### src/rtl/rcs_pkg.sv
/*
 * reset-cause status block: shared offsets, field positions, reset
 * values, state codes and timing counts.
 * assumes a 50 MHz system clock and a 32-bit apb register port.
 */
package rcs_pkg;

	// -----------------------------------------------------------------
	// register map (byte addresses)
	// -----------------------------------------------------------------
	localparam logic [7:0] RCS_OFS_CAUSE = 8'h00; // reset_cause_status
	localparam logic [7:0] RCS_OFS_CTRL = 8'h04; // regulator control
	localparam logic [7:0] RCS_OFS_STAT = 8'h08; // live state, read only

	// -----------------------------------------------------------------
	// reset_cause_status fields
	// -----------------------------------------------------------------
	localparam int RCS_BIT_POR = 0; // power-on flag
	localparam int RCS_BIT_BOR = 1; // brown-out flag
	localparam int RCS_BIT_IDLE = 2; // idle history flag
	localparam int RCS_BIT_SLEEP = 3; // sleep history flag
	localparam int RCS_BIT_WATCHDOG_TIMEOUT_FLAG = 4; // watchdog time-out flag
	localparam int RCS_BIT_SWDT = 5; // sw_watchdog_enable
	localparam int RCS_NFLAG = 5; // hardware-set flags
	localparam logic [5:0] RCS_CAUSE_RST = 6'h03; // power-on sets por and bor

	// -----------------------------------------------------------------
	// control and live status fields
	// -----------------------------------------------------------------
	localparam int RCS_BIT_RETENTION_REGULATOR_ENABLE = 0; // retention_regulator_enable
	localparam int RCS_BIT_NODLY = 1; // skip the regulator wake delay
	localparam logic [1:0] RCS_CTRL_RST = 2'h0;
	localparam int RCS_BIT_WRUN = 0; // watchdog running
	localparam int RCS_BIT_RACT = 1; // retention regulator on
	localparam int RCS_BIT_WBUSY = 2; // wake sequence busy

	// -----------------------------------------------------------------
	// timing
	// -----------------------------------------------------------------
	localparam int RCS_CLK_NS = 20; // 50 MHz
	localparam int RCS_WDT_PERIOD_NS = 1000000; // watchdog period, longest
	localparam int RCS_WDT_CYC = RCS_WDT_PERIOD_NS / RCS_CLK_NS;
	localparam int RCS_REGULATOR_WAKE_DELAY_NS = 10000; // regulator_wake_delay, least
	localparam int RCS_DLY_CYC = (RCS_REGULATOR_WAKE_DELAY_NS + RCS_CLK_NS - 1) / RCS_CLK_NS;

	// -----------------------------------------------------------------
	// wake sequencer states
	// -----------------------------------------------------------------
	typedef enum logic [2:0] {
		RCS_WK_IDLE = 3'b001,
		RCS_WK_WAIT = 3'b010,
		RCS_WK_DONE = 3'b100
	} rcs_wake_t;

endpackage

### src/rtl/rcs_wdt.sv
/*
 * watchdog period counter: counts while run is high, restarts on kick,
 * gives a one-cycle expire pulse at the end of each period.
 * assumes run and kick are synchronous to clk.
 */
`timescale 1ns/100ps
module rcs_wdt #(
	parameter int unsigned PERIOD_CYC = 50000
) (
	// clock and reset
	input wire logic clk,
	input wire logic rstn,
	// control
	input wire logic run,
	input wire logic kick,
	// event
	output logic expire
);
	logic [31:0] cnt_ff; // cycles into the period
	logic expire_ff; // registered expiry pulse
	logic hit; // last cycle of the period

	assign hit = run && !kick && (cnt_ff == 32'(PERIOD_CYC - 1));
	assign expire = expire_ff;

	// period count, held at zero while stopped
	always_ff @(posedge clk or negedge rstn) begin
		if (!rstn) begin
			cnt_ff <= 32'h0;
		end else if (!run || kick || hit) begin
			cnt_ff <= 32'h0;
		end else begin
			cnt_ff <= cnt_ff + 32'h1;
		end
	end

	// expiry pulse
	always_ff @(posedge clk or negedge rstn) begin
		if (!rstn) begin
			expire_ff <= 1'b0;
		end else begin
			expire_ff <= hit;
		end
	end
endmodule

### src/rtl/rcs_wake.sv
/*
 * wake sequencer: on a wake request either finishes at once or first
 * waits out the regulator wake delay.
 * assumes wake_req is a one-cycle pulse taken only while idle.
 */
`timescale 1ns/100ps
module rcs_wake (
	// clock and reset
	input wire logic clk,
	input wire logic rstn,
	// request
	input wire logic wake_req,
	input wire logic add_delay,
	// state
	output logic busy,
	output logic done
);
	import rcs_pkg::*;

	rcs_wake_t state_ff; // sequencer state
	logic [15:0] cnt_ff; // delay cycles left
	logic busy_ff; // high from request until the done cycle ends

	// both outputs come straight from flops: busy register, one-hot done bit
	assign busy = busy_ff;
	assign done = state_ff[2];

	// state, busy and delay count
	always_ff @(posedge clk or negedge rstn) begin
		if (!rstn) begin
			state_ff <= RCS_WK_IDLE;
			cnt_ff <= 16'h0;
			busy_ff <= 1'b0;
		end else begin
			case (state_ff)
				RCS_WK_IDLE: begin
					if (wake_req && add_delay) begin
						state_ff <= RCS_WK_WAIT;
						cnt_ff <= 16'(RCS_DLY_CYC - 1);
						busy_ff <= 1'b1;
					end else if (wake_req) begin
						state_ff <= RCS_WK_DONE;
						busy_ff <= 1'b1;
					end
				end
				RCS_WK_WAIT: begin
					if (cnt_ff == 16'h0) begin
						state_ff <= RCS_WK_DONE;
					end else begin
						cnt_ff <= cnt_ff - 16'h1;
					end
				end
				default: begin
					state_ff <= RCS_WK_IDLE;
					busy_ff <= 1'b0;
				end
			endcase
		end
	end
endmodule

### src/rtl/rcs_top.sv
/*
 * reset-cause and power-state status block: sticky cause flags,
 * software watchdog enable with fuse override, retention regulator
 * control and the wake delay sequence, all behind an apb slave.
 * assumes all event and fuse inputs are synchronous to clk and that
 * event inputs are one-cycle pulses.
 */
// The register offsets and register access over APB are this design's own decisions.
// How it works
// - software enable bit runs or stops watchdog
// - watchdog expiry sets time-out flag
// - entering sleep sets sleep history flag
// - entering idle sets idle history flag
// - brown-out or power-on sets brown-out flag
// - power-on sets power-on flag
// - software may write ones and zeros to flags
// - writing flags never starts a reset
// - watchdog fuse forces watchdog always running
// - low-power fuse keeps retention regulator off
// - standby regulator adds wake delay unless skipped
`timescale 1ns/100ps
module rcs_top #(
	parameter int unsigned WDT_CYC = rcs_pkg::RCS_WDT_CYC
) (
	// clock and reset
	input wire logic clk,
	input wire logic rstn,
	// apb slave
	input wire logic psel,
	input wire logic penable,
	input wire logic pwrite,
	input wire logic [7:0] paddr,
	input wire logic [31:0] pwdata,
	output logic [31:0] prdata,
	output logic pready,
	output logic pslverr,
	// reset and power events
	input wire logic por_event,
	input wire logic bor_event,
	input wire logic sleep_entry,
	input wire logic idle_entry,
	input wire logic wdt_kick,
	// configuration fuses
	input wire logic fuse_watchdog_force,
	input wire logic low_power_regulator_cfg,
	// regulator and wake
	input wire logic regulator_standby,
	input wire logic wake_req,
	// status out
	output logic wdt_running,
	output logic wdt_timeout,
	output logic retention_on,
	output logic wake_busy,
	output logic wake_done
);
	import rcs_pkg::*;

	// -----------------------------------------------------------------
	// declarations
	// -----------------------------------------------------------------
	logic [5:0] cause_ff; // reset_cause_status bits 5..0
	logic [5:0] nxt_cause; // next value of cause_ff
	logic [1:0] ctrl_ff; // regulator control bits
	logic [1:0] nxt_ctrl; // next value of ctrl_ff
	logic [31:0] prdata_ff; // read data
	logic pready_ff; // access-phase answer
	logic pslverr_ff; // unmapped address
	logic wrun_ff; // watchdog running
	logic ract_ff; // retention regulator on
	logic in_sleep_ff; // asleep, waiting for wake
	logic stby_ff; // regulator went to standby this sleep
	logic [RCS_NFLAG-1:0] ev; // flag set events
	logic acc; // access phase, first cycle
	logic wr_en; // write takes effect
	logic hit_cause; // address decodes
	logic hit_ctrl;
	logic hit_stat;
	logic run_c; // watchdog run condition
	logic expire; // watchdog expiry pulse
	logic wk_busy; // wake sequencer busy
	logic wk_done; // wake sequencer finished
	logic wk_go; // wake request accepted
	logic add_dly; // wake must wait for the regulator

	// -----------------------------------------------------------------
	// apb decode
	// -----------------------------------------------------------------
	// one wait state: answer rises on the edge that ends the first access cycle
	assign acc = psel && penable && !pready_ff;
	// writes land on the edge that samples pready high
	assign wr_en = psel && penable && pwrite && pready_ff;
	assign hit_cause = (paddr == RCS_OFS_CAUSE);
	assign hit_ctrl = (paddr == RCS_OFS_CTRL);
	assign hit_stat = (paddr == RCS_OFS_STAT);

	// answer strobe and error
	always_ff @(posedge clk or negedge rstn) begin
		if (!rstn) begin
			pready_ff <= 1'b0;
			pslverr_ff <= 1'b0;
		end else begin
			pready_ff <= acc;
			pslverr_ff <= acc && !(hit_cause || hit_ctrl || hit_stat);
		end
	end

	// read data, captured as the answer rises; reading clears nothing
	always_ff @(posedge clk or negedge rstn) begin
		if (!rstn) begin
			prdata_ff <= 32'h0;
		end else if (acc && !pwrite) begin
			if (hit_cause) begin
				prdata_ff <= {26'h0, cause_ff};
			end else if (hit_ctrl) begin
				prdata_ff <= {30'h0, ctrl_ff};
			end else if (hit_stat) begin
				prdata_ff <= {29'h0, wk_busy, ract_ff, wrun_ff};
			end else begin
				prdata_ff <= 32'h0;
			end
		end
	end

	assign prdata = prdata_ff;
	assign pready = pready_ff;
	assign pslverr = pslverr_ff;

	// -----------------------------------------------------------------
	// cause flags
	// -----------------------------------------------------------------
	// hardware events that set a flag
	assign ev[RCS_BIT_POR] = por_event;
	assign ev[RCS_BIT_BOR] = bor_event || por_event;
	assign ev[RCS_BIT_IDLE] = idle_entry;
	assign ev[RCS_BIT_SLEEP] = sleep_entry;
	assign ev[RCS_BIT_WATCHDOG_TIMEOUT_FLAG] = expire;

	// per flag: write stores the bit, an event in the same cycle wins
	genvar gi;
	generate
		for (gi = 0; gi < RCS_NFLAG; gi++) begin : g_flag
			always_comb begin
				if (wr_en && hit_cause) begin
					nxt_cause[gi] = pwdata[gi] || ev[gi];
				end else begin
					nxt_cause[gi] = cause_ff[gi] || ev[gi];
				end
			end
		end
	endgenerate

	// software watchdog enable is written only by software
	always_comb begin
		if (wr_en && hit_cause) begin
			nxt_cause[RCS_BIT_SWDT] = pwdata[RCS_BIT_SWDT];
		end else begin
			nxt_cause[RCS_BIT_SWDT] = cause_ff[RCS_BIT_SWDT];
		end
	end

	// flag store; only the value changes, no reset request exists
	always_ff @(posedge clk or negedge rstn) begin
		if (!rstn) begin
			cause_ff <= RCS_CAUSE_RST;
		end else begin
			cause_ff <= nxt_cause;
		end
	end

	// -----------------------------------------------------------------
	// regulator control
	// -----------------------------------------------------------------
	// retention enable write has no effect while the fuse is set
	always_comb begin
		nxt_ctrl = ctrl_ff;
		if (wr_en && hit_ctrl) begin
			nxt_ctrl = pwdata[1:0];
		end
		if (low_power_regulator_cfg) begin
			nxt_ctrl[RCS_BIT_RETENTION_REGULATOR_ENABLE] = 1'b0;
		end
	end

	// control store
	always_ff @(posedge clk or negedge rstn) begin
		if (!rstn) begin
			ctrl_ff <= RCS_CTRL_RST;
		end else begin
			ctrl_ff <= nxt_ctrl;
		end
	end

	// retention regulator output, masked by the fuse
	always_ff @(posedge clk or negedge rstn) begin
		if (!rstn) begin
			ract_ff <= 1'b0;
		end else begin
			ract_ff <= ctrl_ff[RCS_BIT_RETENTION_REGULATOR_ENABLE] && !low_power_regulator_cfg;
		end
	end

	assign retention_on = ract_ff;

	// -----------------------------------------------------------------
	// watchdog
	// -----------------------------------------------------------------
	// fuse overrides the software enable
	assign run_c = fuse_watchdog_force || cause_ff[RCS_BIT_SWDT];

	// running indication
	always_ff @(posedge clk or negedge rstn) begin
		if (!rstn) begin
			wrun_ff <= 1'b0;
		end else begin
			wrun_ff <= run_c;
		end
	end

	rcs_wdt #(
		.PERIOD_CYC(WDT_CYC)
	) u_wdt (
		.clk(clk),
		.rstn(rstn),
		.run(run_c),
		.kick(wdt_kick),
		.expire(expire)
	);

	assign wdt_running = wrun_ff;
	assign wdt_timeout = expire;

	// -----------------------------------------------------------------
	// sleep and wake
	// -----------------------------------------------------------------
	// asleep from entry until the wake sequence completes
	always_ff @(posedge clk or negedge rstn) begin
		if (!rstn) begin
			in_sleep_ff <= 1'b0;
		end else if (sleep_entry) begin
			in_sleep_ff <= 1'b1;
		end else if (wk_done) begin
			in_sleep_ff <= 1'b0;
		end
	end

	// remember a regulator standby seen during this sleep
	always_ff @(posedge clk or negedge rstn) begin
		if (!rstn) begin
			stby_ff <= 1'b0;
		end else if (wk_done) begin
			stby_ff <= 1'b0;
		end else if (in_sleep_ff && regulator_standby) begin
			stby_ff <= 1'b1;
		end
	end

	assign wk_go = wake_req && in_sleep_ff && !wk_busy;
	assign add_dly = stby_ff && !ctrl_ff[RCS_BIT_NODLY];

	rcs_wake u_wake (
		.clk(clk),
		.rstn(rstn),
		.wake_req(wk_go),
		.add_delay(add_dly),
		.busy(wk_busy),
		.done(wk_done)
	);

	assign wake_busy = wk_busy;
	assign wake_done = wk_done;

	// -----------------------------------------------------------------
	// assertions
	// -----------------------------------------------------------------
	localparam int WK_LO = RCS_DLY_CYC;
	localparam int WK_HI = RCS_DLY_CYC + 1;
	// done is sampled delay+1 edges after the request; eight quiet cycles come first
	localparam int WK_GAP = RCS_DLY_CYC - 7;
endmodule

### config.mk
export PLATFORM = sky130hd
export DESIGN_NAME = rcs_top
export DESIGN_NICKNAME = d
export VERILOG_FILES = /design/src/rtl/rcs_pkg.sv /design/src/rtl/rcs_wdt.sv /design/src/rtl/rcs_wake.sv /design/src/rtl/rcs_top.sv
export SDC_FILE = /design/constraint.sdc
export NUM_CORES = 1
export LEC_CHECK = 0
export BUFFER_PORTS_ARGS = -buffer_cell sky130_fd_sc_hd__buf_2
export CAP_MARGIN = 20
export CORE_ASPECT_RATIO = 1.2
export CORE_MARGIN = 1.5
export CORE_UTILIZATION = 55
export DETAILED_ROUTE_END_ITERATION = 6
export PLACE_DENSITY = 0.92
export SYNTH_ARGS = -nofsm -noshare
export SYNTH_HDL_FRONTEND = slang
export SYNTH_HIERARCHICAL = 1
export SYNTH_SLANG_ARGS = --single-unit
### constraint.sdc
create_clock -name clk -period 2.38 [get_ports clk]
set_input_delay 0.238 -clock clk [delete_from_list [all_inputs] [get_ports clk]]
set_output_delay 0.238 -clock clk [all_outputs]
set_load 0.02 [all_outputs]
==> out/results.md, run 1 <==
* **worst clock skew on the final layout** 0.0111 ns
* **most used flip-flop cell after synthesis** sky130_fd_sc_hd__dfrtp_1
* **Chip Height** 98.5 um
* **worst-case reg-to-reg path depth** 5
* **count of cell types in the netlist** 65
* **number of H-tree levels** 3
* **type of the worst min-delay path** in -> reg
* **CTS clk-pin slew, worst paths** 0.08 ns
* **reg2reg setup slack** 0.12 ns
* **post-detail-place hpwl** 6460 um
* **Worst-Margin Slew** 0.590 ns
* **TritonCTS clock tree** yes
* **first-pass iteration count of the detailed router** 4
* **final core utilization** 62.8%
* **combined area of all synthesized cells** 0.00418 mm2
* **fin. max-slew vios** 0
* **non-filler cells in the finished layout** 559
* **share of synthesized area occupied by flip-flops and latches** 43.7%
* **worst IR drop on VDD** 0.494 mV
* **RSZ-0062 raised after global routing** false
* **cell type of the slowest stage on the worst timing path** sky130_fd_sc_hd__or4_4
* **I/O pin count** 93
* **most frequent cells after synthesis** 70 x sky130_fd_sc_hd__dfrtp_1, 42 x sky130_fd_sc_hd__nor2_1, 27 x sky130_fd_sc_hd__buf_4
* **buffers inserted during post-CTS setup optimization** 0
* **crit path setup slack, layout** 0.122 ns
* **hold-critical path depth** 2
* **number of clock buffers inserted by TritonCTS** 9
* **Leakage** 1.86 nW
* **Worst setup startpoint** u_wdt/cnt_ff[0]$_DFF_PN0_
* **critical path cell sequence** ha_1, nand3_2, or4_4, or4_1, a21oi_1
* **post-place setup slack** 0.188 ns
* **warning count from the yosys run** 6
* **overall overflow remaining after global route** 0
* **number of nets at the end of the flow** 520
* **DR vias** 3363
* **terminating pin of the worst hold path** retention_on$_DFF_PN0_
* **first-pass GRT wire length** 15700 um
* **Skew-Pair Late Insertion Delay** 0.35 ns
* **Power Dens Cells** 697 mW/mm2
* **synthesized area per cell** 9.91 um2
* **layout cell share with drive strength beyond 1** 21.7%
* **Synth area leaders** sky130_fd_sc_hd__dfrtp_1 42%, sky130_fd_sc_hd__buf_4 4.8%, sky130_fd_sc_hd__nor2_1 3.8%
* **n_diodes** 0
* **flip-flop and latch count after synthesis** 73
* **worst max-slew margin expressed relative to the limit** 60.6%
* **maximum fanout along the worst path** 12
* **x dimension of the die** 82.6 um
* **Clock Tree Buf Depth** 2
* **antenna violations before repair** 0
* **worst setup path class** reg -> reg
* **endpoint kind of the worst setup timing path** flip-flop
* **timing-limited maximum frequency** 443 MHz
* **cells after synthesis** 422
* **Hold WS** 0.0778 ns
* **number of violations reported at the end of detailed-routing iteration 0** 198
* **effective utilization at floorplan** 57.2%
* **cell type contributing the most total cell area after synthesis** sky130_fd_sc_hd__dfrtp_1
* **crit path time final** 2.26 ns
* **placer congestion estimate** 0.831
* **placeable core region** 0.00732 mm2
* **Die ar.** 0.00814 mm2
* **most numerous cell in the Yosys netlist** sky130_fd_sc_hd__dfrtp_1
* **Max-Cap Viols** 0
* **startpoint type of the worst setup path** flip-flop
* **post-synthesis async set-or-reset flop share** 100%
* **Setup TNS** 0 ns
* **dpl cells** 542
* **final routed DRC violation total** 0
* **share of the synthesized area in the top cell type** 41.9%
* **layout overhead on the synthesized area** 9.81%
* **count of nets left with antenna violations after detail routing** 0
* **slowest cell delay on critical path** 0.64 ns
* **maximum number of pins on one net before global-route repair** 34
* **Setup Viol. Count Final** 0
* **number of synthesized flops with an enable pin** 0
* **vias per inst** 6.02
* **Port Buf Inserts** 40
* **Std-Cell Rows** 34
* **total clock sinks** 73
* **startpoint of the worst-slack reg-to-reg timing path** u_wdt/cnt_ff[0]$_DFF_PN0_
* **arrival time worst endpoint** 2.52 ns
* **cell at the root of the clock tree** sky130_fd_sc_hd__clkbuf_8
* **status** finished, final reports clean
* **count of fill cells added during filler insertion** 581
* **destination of the worst register-to-register timing path** u_wdt/cnt_ff[26]$_DFF_PN0_
* **Overall Global Routing Usage** 24.6%
* **Worst Hold Launch** low_power_regulator_cfg
* **via count of the first global-routing pass** 3452
* **Final Cycle Share** 94.9%
* **Final Routed Wirelength** 8970 um
* **final hold vios** 0
* **WL/cell** 16.0 um
* **required time at the endpoint of the critical path** 2.65 ns
worst max-delay path by stage:
stage	slack, ns	endpoint
after global placement	0.29	u_wdt/cnt_ff[26]$_DFF_PN0_
final	0.12	u_wdt/cnt_ff[26]$_DFF_PN0_
after floorplan	0.32	u_wdt/cnt_ff[28]$_DFF_PN0_
after detailed placement	0.19	u_wdt/cnt_ff[26]$_DFF_PN0_
after CTS	0.14	u_wdt/cnt_ff[26]$_DFF_PN0_
after global routing	0.01	u_wdt/cnt_ff[26]$_DFF_PN0_
metal layers:
| layer | global-route usage (%) | wire length, um | vias to the layer above |
|---|---|---|---|
| met5 | 0 | 0 | - |
| li1 | - | - | 1575 |
| met2 | 42.7 | 4930 | 96 |
| met4 | 11.8 | 245 | 0 |
| met3 | 4.63 | 355 | 26 |
| met1 | 28.6 | 3450 | 1666 |
report_power, final:
part,leakage [nW],internal (mW),switching (mW)
clock,0.118,0.698,0.472
combinational,0.801,0.248,0.373
sequential,0.943,1.31,0.0986
kinds of logic after synthesis:
| logic type | after synthesis | share of synthesized area (%) |
|---|---|---|
| and+or+nand+nor | 188 | 27.8 |
| AOI/OAI and AO/OA | 74 | 11.8 |
| DFF | 73 | 43.8 |
| buffers and inverters | 52 | 8.49 |
| muxes | 18 | 4.49 |
| xor gates and xnor gates | 14 | 2.93 |
| adders and majority gates | 2 | 0.598 |
| other | 1 | 0.0896 |
through the flow:
step	instance area [um2]	power [mW]
2_1_floorplan	4280	1.92
6_report	4590	3.20
3_5_place_dp	4350	2.04
3_3_place_gp	4350	2.01
4_1_cts	4590	3.21
5_1_grt	4590	3.36
registers in the layout (all words and copies together), names as in the netlist, 2 cells and up:
register and cells:
u_wdt/cnt_ff 32, u_wake/cnt_ff 16, cause_ff 6, prdata 6
u_wake/state_ff 3, ctrl_ff 2
cell usage in the layout, fill, tap and decap left out, types with 6 or more instances in the layout:
cell type | Yosys | layout
sky130_fd_sc_hd__o31ai_1 | 10 | 10
sky130_fd_sc_hd__buf_2 | 1 | 40
sky130_fd_sc_hd__a21oi_1 | 25 | 25
sky130_fd_sc_hd__or4_1 | 12 | 12
sky130_fd_sc_hd__nand4_1 | 12 | 12
sky130_fd_sc_hd__buf_4 | 27 | 7
sky130_fd_sc_hd__clkbuf_8 | 2 | 9
sky130_fd_sc_hd__nor2b_1 | 11 | 11
sky130_fd_sc_hd__or3_1 | 8 | 8
sky130_fd_sc_hd__mux2i_1 | 15 | 15
sky130_fd_sc_hd__dfrtp_1 | 70 | 70
sky130_fd_sc_hd__xnor2_1 | 10 | 10
sky130_fd_sc_hd__nor4_1 | 9 | 9
sky130_fd_sc_hd__nand3_1 | 10 | 10
sky130_fd_sc_hd__nor2_1 | 42 | 42
sky130_fd_sc_hd__o21ai_0 | 10 | 10
sky130_fd_sc_hd__or4_4 | 6 | 6
sky130_fd_sc_hd__a211oi_1 | 7 | 7
sky130_fd_sc_hd__nor3_1 | 10 | 10
sky130_fd_sc_hd__nand2_1 | 23 | 23
sky130_fd_sc_hd__conb_1 | 1 | 26
sky130_fd_sc_hd__inv_1 | 9 | 9
worst max-delay path, delay by kind of cell, from the launching register on:
family,cells,cell delay [ns]
DFF,1,0.41
adders and majority gates,1,0.26
AOI/OAI and AO/OA,1,0.18
and+or+nand+nor,3,1.32
area by class of cell:
type | count | area, um2 | share of cell area [%]
Clock buffer | 11 | 131 | 2.86
Multi-Input combinational cell | 322 | 2100 | 45.7
Timing Repair Buffer | 49 | 283 | 6.15
Clock inverter | 5 | 104 | 2.26
Tap cell | 90 | 113 | 2.45
Inverter | 9 | 33.8 | 0.735
Sequential cell | 73 | 1830 | 39.8
what timing repair did:
action / CTS / global route
endpoints found under the hold margin: 22 / 0
hold buffers: 1 / 0
resized for setup: 0 / 0
(Power assumes the default switching activity.)
==> run 2: changes to the inputs <==
--- a/config.mk
+++ b/config.mk
@@ -5,13 +5,13 @@
 export SDC_FILE = /design/constraint.sdc
 export NUM_CORES = 1
 export LEC_CHECK = 0
-export BUFFER_PORTS_ARGS = -buffer_cell sky130_fd_sc_hd__buf_2
 export CAP_MARGIN = 20
 export CORE_ASPECT_RATIO = 1.2
 export CORE_MARGIN = 1.5
-export CORE_UTILIZATION = 55
+export CORE_UTILIZATION = 64
 export DETAILED_ROUTE_END_ITERATION = 6
-export PLACE_DENSITY = 0.92
+export DONT_BUFFER_PORTS = 1
+export PLACE_DENSITY = 0.91
 export SYNTH_ARGS = -nofsm -noshare
 export SYNTH_HDL_FRONTEND = slang
 export SYNTH_HIERARCHICAL = 1
==> out/results.md, run 2 (synthesis gave the netlist of run 1 again) <==
* **status** finished, final reports clean
* **leading registers by flop count** u_wdt/cnt_ff: 32 flops, u_wake/cnt_ff: 16 flops
* **most frequent standard cell in the layout excluding fill and tap cells** sky130_fd_sc_hd__dfrtp_1
* **Worst path top cell family by delay** simple AND/OR/NAND/NOR gates
* **Leakage** 1.69 nW, -9.5%
* **arrival time worst endpoint** 2.50 ns, -0.02 ns
* **antenna violations before repair** 0, unchanged
* **slowest cell delay on critical path** 0.65 ns, about the same
* **fin. max-slew vios** 0, unchanged
* **effective utilization at floorplan** 65.7%, +8.5 points
* **x dimension of the die** 76.8 um, -7.0%
* **Die ar.** 0.00703 mm2, -14%
* **required time at the endpoint of the critical path** 2.65 ns, about the same
* **layout overhead on the synthesized area** 5.08%
* **total clock sinks** 73, unchanged
* **worst IR drop on VDD** 0.365 mV, -26%
* **CTS clk-pin slew, worst paths** 0.09 ns, about the same
* **maximum fanout along the worst path** 12, unchanged
* **post-detail-place hpwl** 6000 um, -7.1%
* **placer congestion estimate** 0.852, +2.5%
* **buffers inserted during post-CTS setup optimization** 0, unchanged
* **placeable core region** 0.00637 mm2, -13%
* **Std-Cell Rows** 32, -5.9%
* **cell at the root of the clock tree** sky130_fd_sc_hd__clkbuf_8
* **Max-Cap Viols** 0, unchanged
* **cts repair resizes** 0, unchanged
* **RSZ-0062 raised after global routing** false
* **Setup Viol. Count Final** 0, unchanged
* **commonest cells after routing, fill and taps aside** 70 x sky130_fd_sc_hd__dfrtp_1, 42 x sky130_fd_sc_hd__nor2_1, 26 x sky130_fd_sc_hd__conb_1, 25 x sky130_fd_sc_hd__a21oi_1, 23 x sky130_fd_sc_hd__nand2_1
* **flip-flop count of the largest register after layout** 32, unchanged
* **Chip Height** 91.6 um, -7.1%
* **TritonCTS clock tree** yes
* **Worst-Margin Slew** 0.579 ns, -0.0118 ns
* **crit path time final** 2.23 ns, -0.0324 ns
* **DR vias** 3285, -2.3%
* **cell type of the slowest stage on the worst timing path** sky130_fd_sc_hd__or4_4
* **Final Cycle Share** 93.5%, -1.4 points
* **first-pass iteration count of the detailed router** 4, unchanged
* **number of clock buffers inserted by TritonCTS** 9, unchanged
* **number of nets at the end of the flow** 484, -6.9%
* **vias per inst** 6.34, +5.4%
* **final hold vios** 0, unchanged
* **count of fill cells added during filler insertion** 438, -25%
* **WL/cell** 17.2 um, +7.0%
* **critical path cell sequence** ha_1, nand3_2, or4_4, or4_1, a21oi_1
* **first-pass GRT wire length** 15000 um, -4.0%
* **register ranked first by flip-flop count** u_wdt/cnt_ff
* **overall overflow remaining after global route** 0, unchanged
* **I/O pin count** 93, unchanged
* **count of nets left with antenna violations after detail routing** 0, unchanged
* **maximum number of pins on one net before global-route repair** 74, +120%
* **n_diodes** 0, unchanged
* **Clock Tree Buf Depth** 2, unchanged
* **type of the worst min-delay path** in -> reg
* **Final Routed Wirelength** 8890 um, -0.86%
* **hold buffers post-CTS** 6, +5
* **number of H-tree levels** 3, unchanged
* **worst clock skew on the final layout** 0.0107 ns, -0.000400 ns
* **Power Dens Cells** 682 mW/mm2, -2.1%
* **via count of the first global-routing pass** 3377, -2.2%
* **layout cell share with drive strength beyond 1** 14.5%, -7.2 points
* **number of violations reported at the end of detailed-routing iteration 0** 250, +26%
* **Setup TNS** 0 ns, unchanged
* **Overall Global Routing Usage** 27.0%, +2.4 points
* **timing-limited maximum frequency** 449 MHz, +1.5%
* **final core utilization** 69.1%, +6.3 points
* **endpoint kind of the worst setup timing path** flip-flop
* **sum of buffers and inverters on the critical path** 0, unchanged
* **Port Buf Inserts** 0, -100%
* **worst max-slew margin expressed relative to the limit** 60.4%, -0.21 points
* **final routed DRC violation total** 0, unchanged
* **startpoint type of the worst setup path** flip-flop
* **worst setup path class** reg -> reg
* **Skew-Pair Late Insertion Delay** 0.36 ns, about the same
run 2: changes by cell type in the layout (fill, tap and decap cells not counted):
cell                            change
sky130_fd_sc_hd__clkinvlp_4         +1
sky130_fd_sc_hd__dlygate4sd3_1      +4
sky130_fd_sc_hd__bufinv_16          -2
sky130_fd_sc_hd__buf_12             -1
sky130_fd_sc_hd__clkinv_4           +1
sky130_fd_sc_hd__clkbuf_1           -1
sky130_fd_sc_hd__buf_16             +1
sky130_fd_sc_hd__buf_2             -40
sky130_fd_sc_hd__inv_6              +1
run 2: layout make-up:
cell class                      count  area [um2]  area share [%]
Timing Repair Buffer               13         130            2.96
Sequential cell                    73        1830            41.6
Tap cell                           85         106            2.42
Inverter                            9        33.8           0.768
Clock inverter                      6        68.8            1.57
Clock buffer                       10         128            2.90
Multi-Input combinational cell    322        2100            47.8
run 2: final timing paths:
kind | from | slack [ns] | depth (start not counted) | end
setup / recovery | u_wdt/cnt_ff[0]$_DFF_PN0_ | 0.15 | 5 | u_wdt/cnt_ff[28]$_DFF_PN0_
hold / removal | pwdata[5] | 0.02 | 1 | cause_ff[5]$_DFFE_PN0N_
setup reg to reg | u_wdt/cnt_ff[0]$_DFF_PN0_ | 0.15 | 5 | u_wdt/cnt_ff[28]$_DFF_PN0_
hold reg to reg | cause_ff[4]$_DFF_PN0_ | 0.51 | 1 | prdata[4]$_DFFE_PN0P_
max in group asynchronous | rstn | 1.58 | 2 | u_wake/state_ff[0]$_DFFE_PN1P_
min in group asynchronous | rstn | 0.47 | 2 | retention_on$_DFF_PN0_
run 2: per-stage QoR:
stage	power, mW	cells	area (um2)	hold slack (ns)	setup WS, ns
3_5_place_dp	1.98	496	4120	-0.0562	0.197
4_1_cts	2.99	518	4400	0.0183	0.167
2_1_floorplan	1.92	447	4280	-0.0576	0.315
6_report	3.00	518	4400	0.0233	0.155
5_1_grt	3.14	518	4400	0.0181	0.0122
3_3_place_gp	1.94	496	4120	-0.0563	0.292
run 2: metal layers:
| layer | part of all wire (%) | vias up | track usage (%) |
|---|---|---|---|
| li1 | - | 1505 | - |
| met1 | 38 | 1638 | 29.7 |
| met2 | 53 | 108 | 48.3 |
| met3 | 3.8 | 34 | 4.32 |
| met4 | 4.3 | 0 | 16.2 |
| met5 | 0 | - | 0 |
run 2: power by group:
group | internal [mW] | switching, mW
combinational | 0.231 | 0.363
clock | 0.490 | 0.502
sequential | 1.31 | 0.101
total | 2.03 | 0.966
run 2: worst register-to-register path, cell delays in order, from the launching register on:
cell	delay [ns]
sky130_fd_sc_hd__dfrtp_1	0.42
sky130_fd_sc_hd__ha_1	0.24
sky130_fd_sc_hd__nand3_2	0.17
sky130_fd_sc_hd__or4_4	0.65
sky130_fd_sc_hd__or4_1	0.49
sky130_fd_sc_hd__a21oi_1	0.18
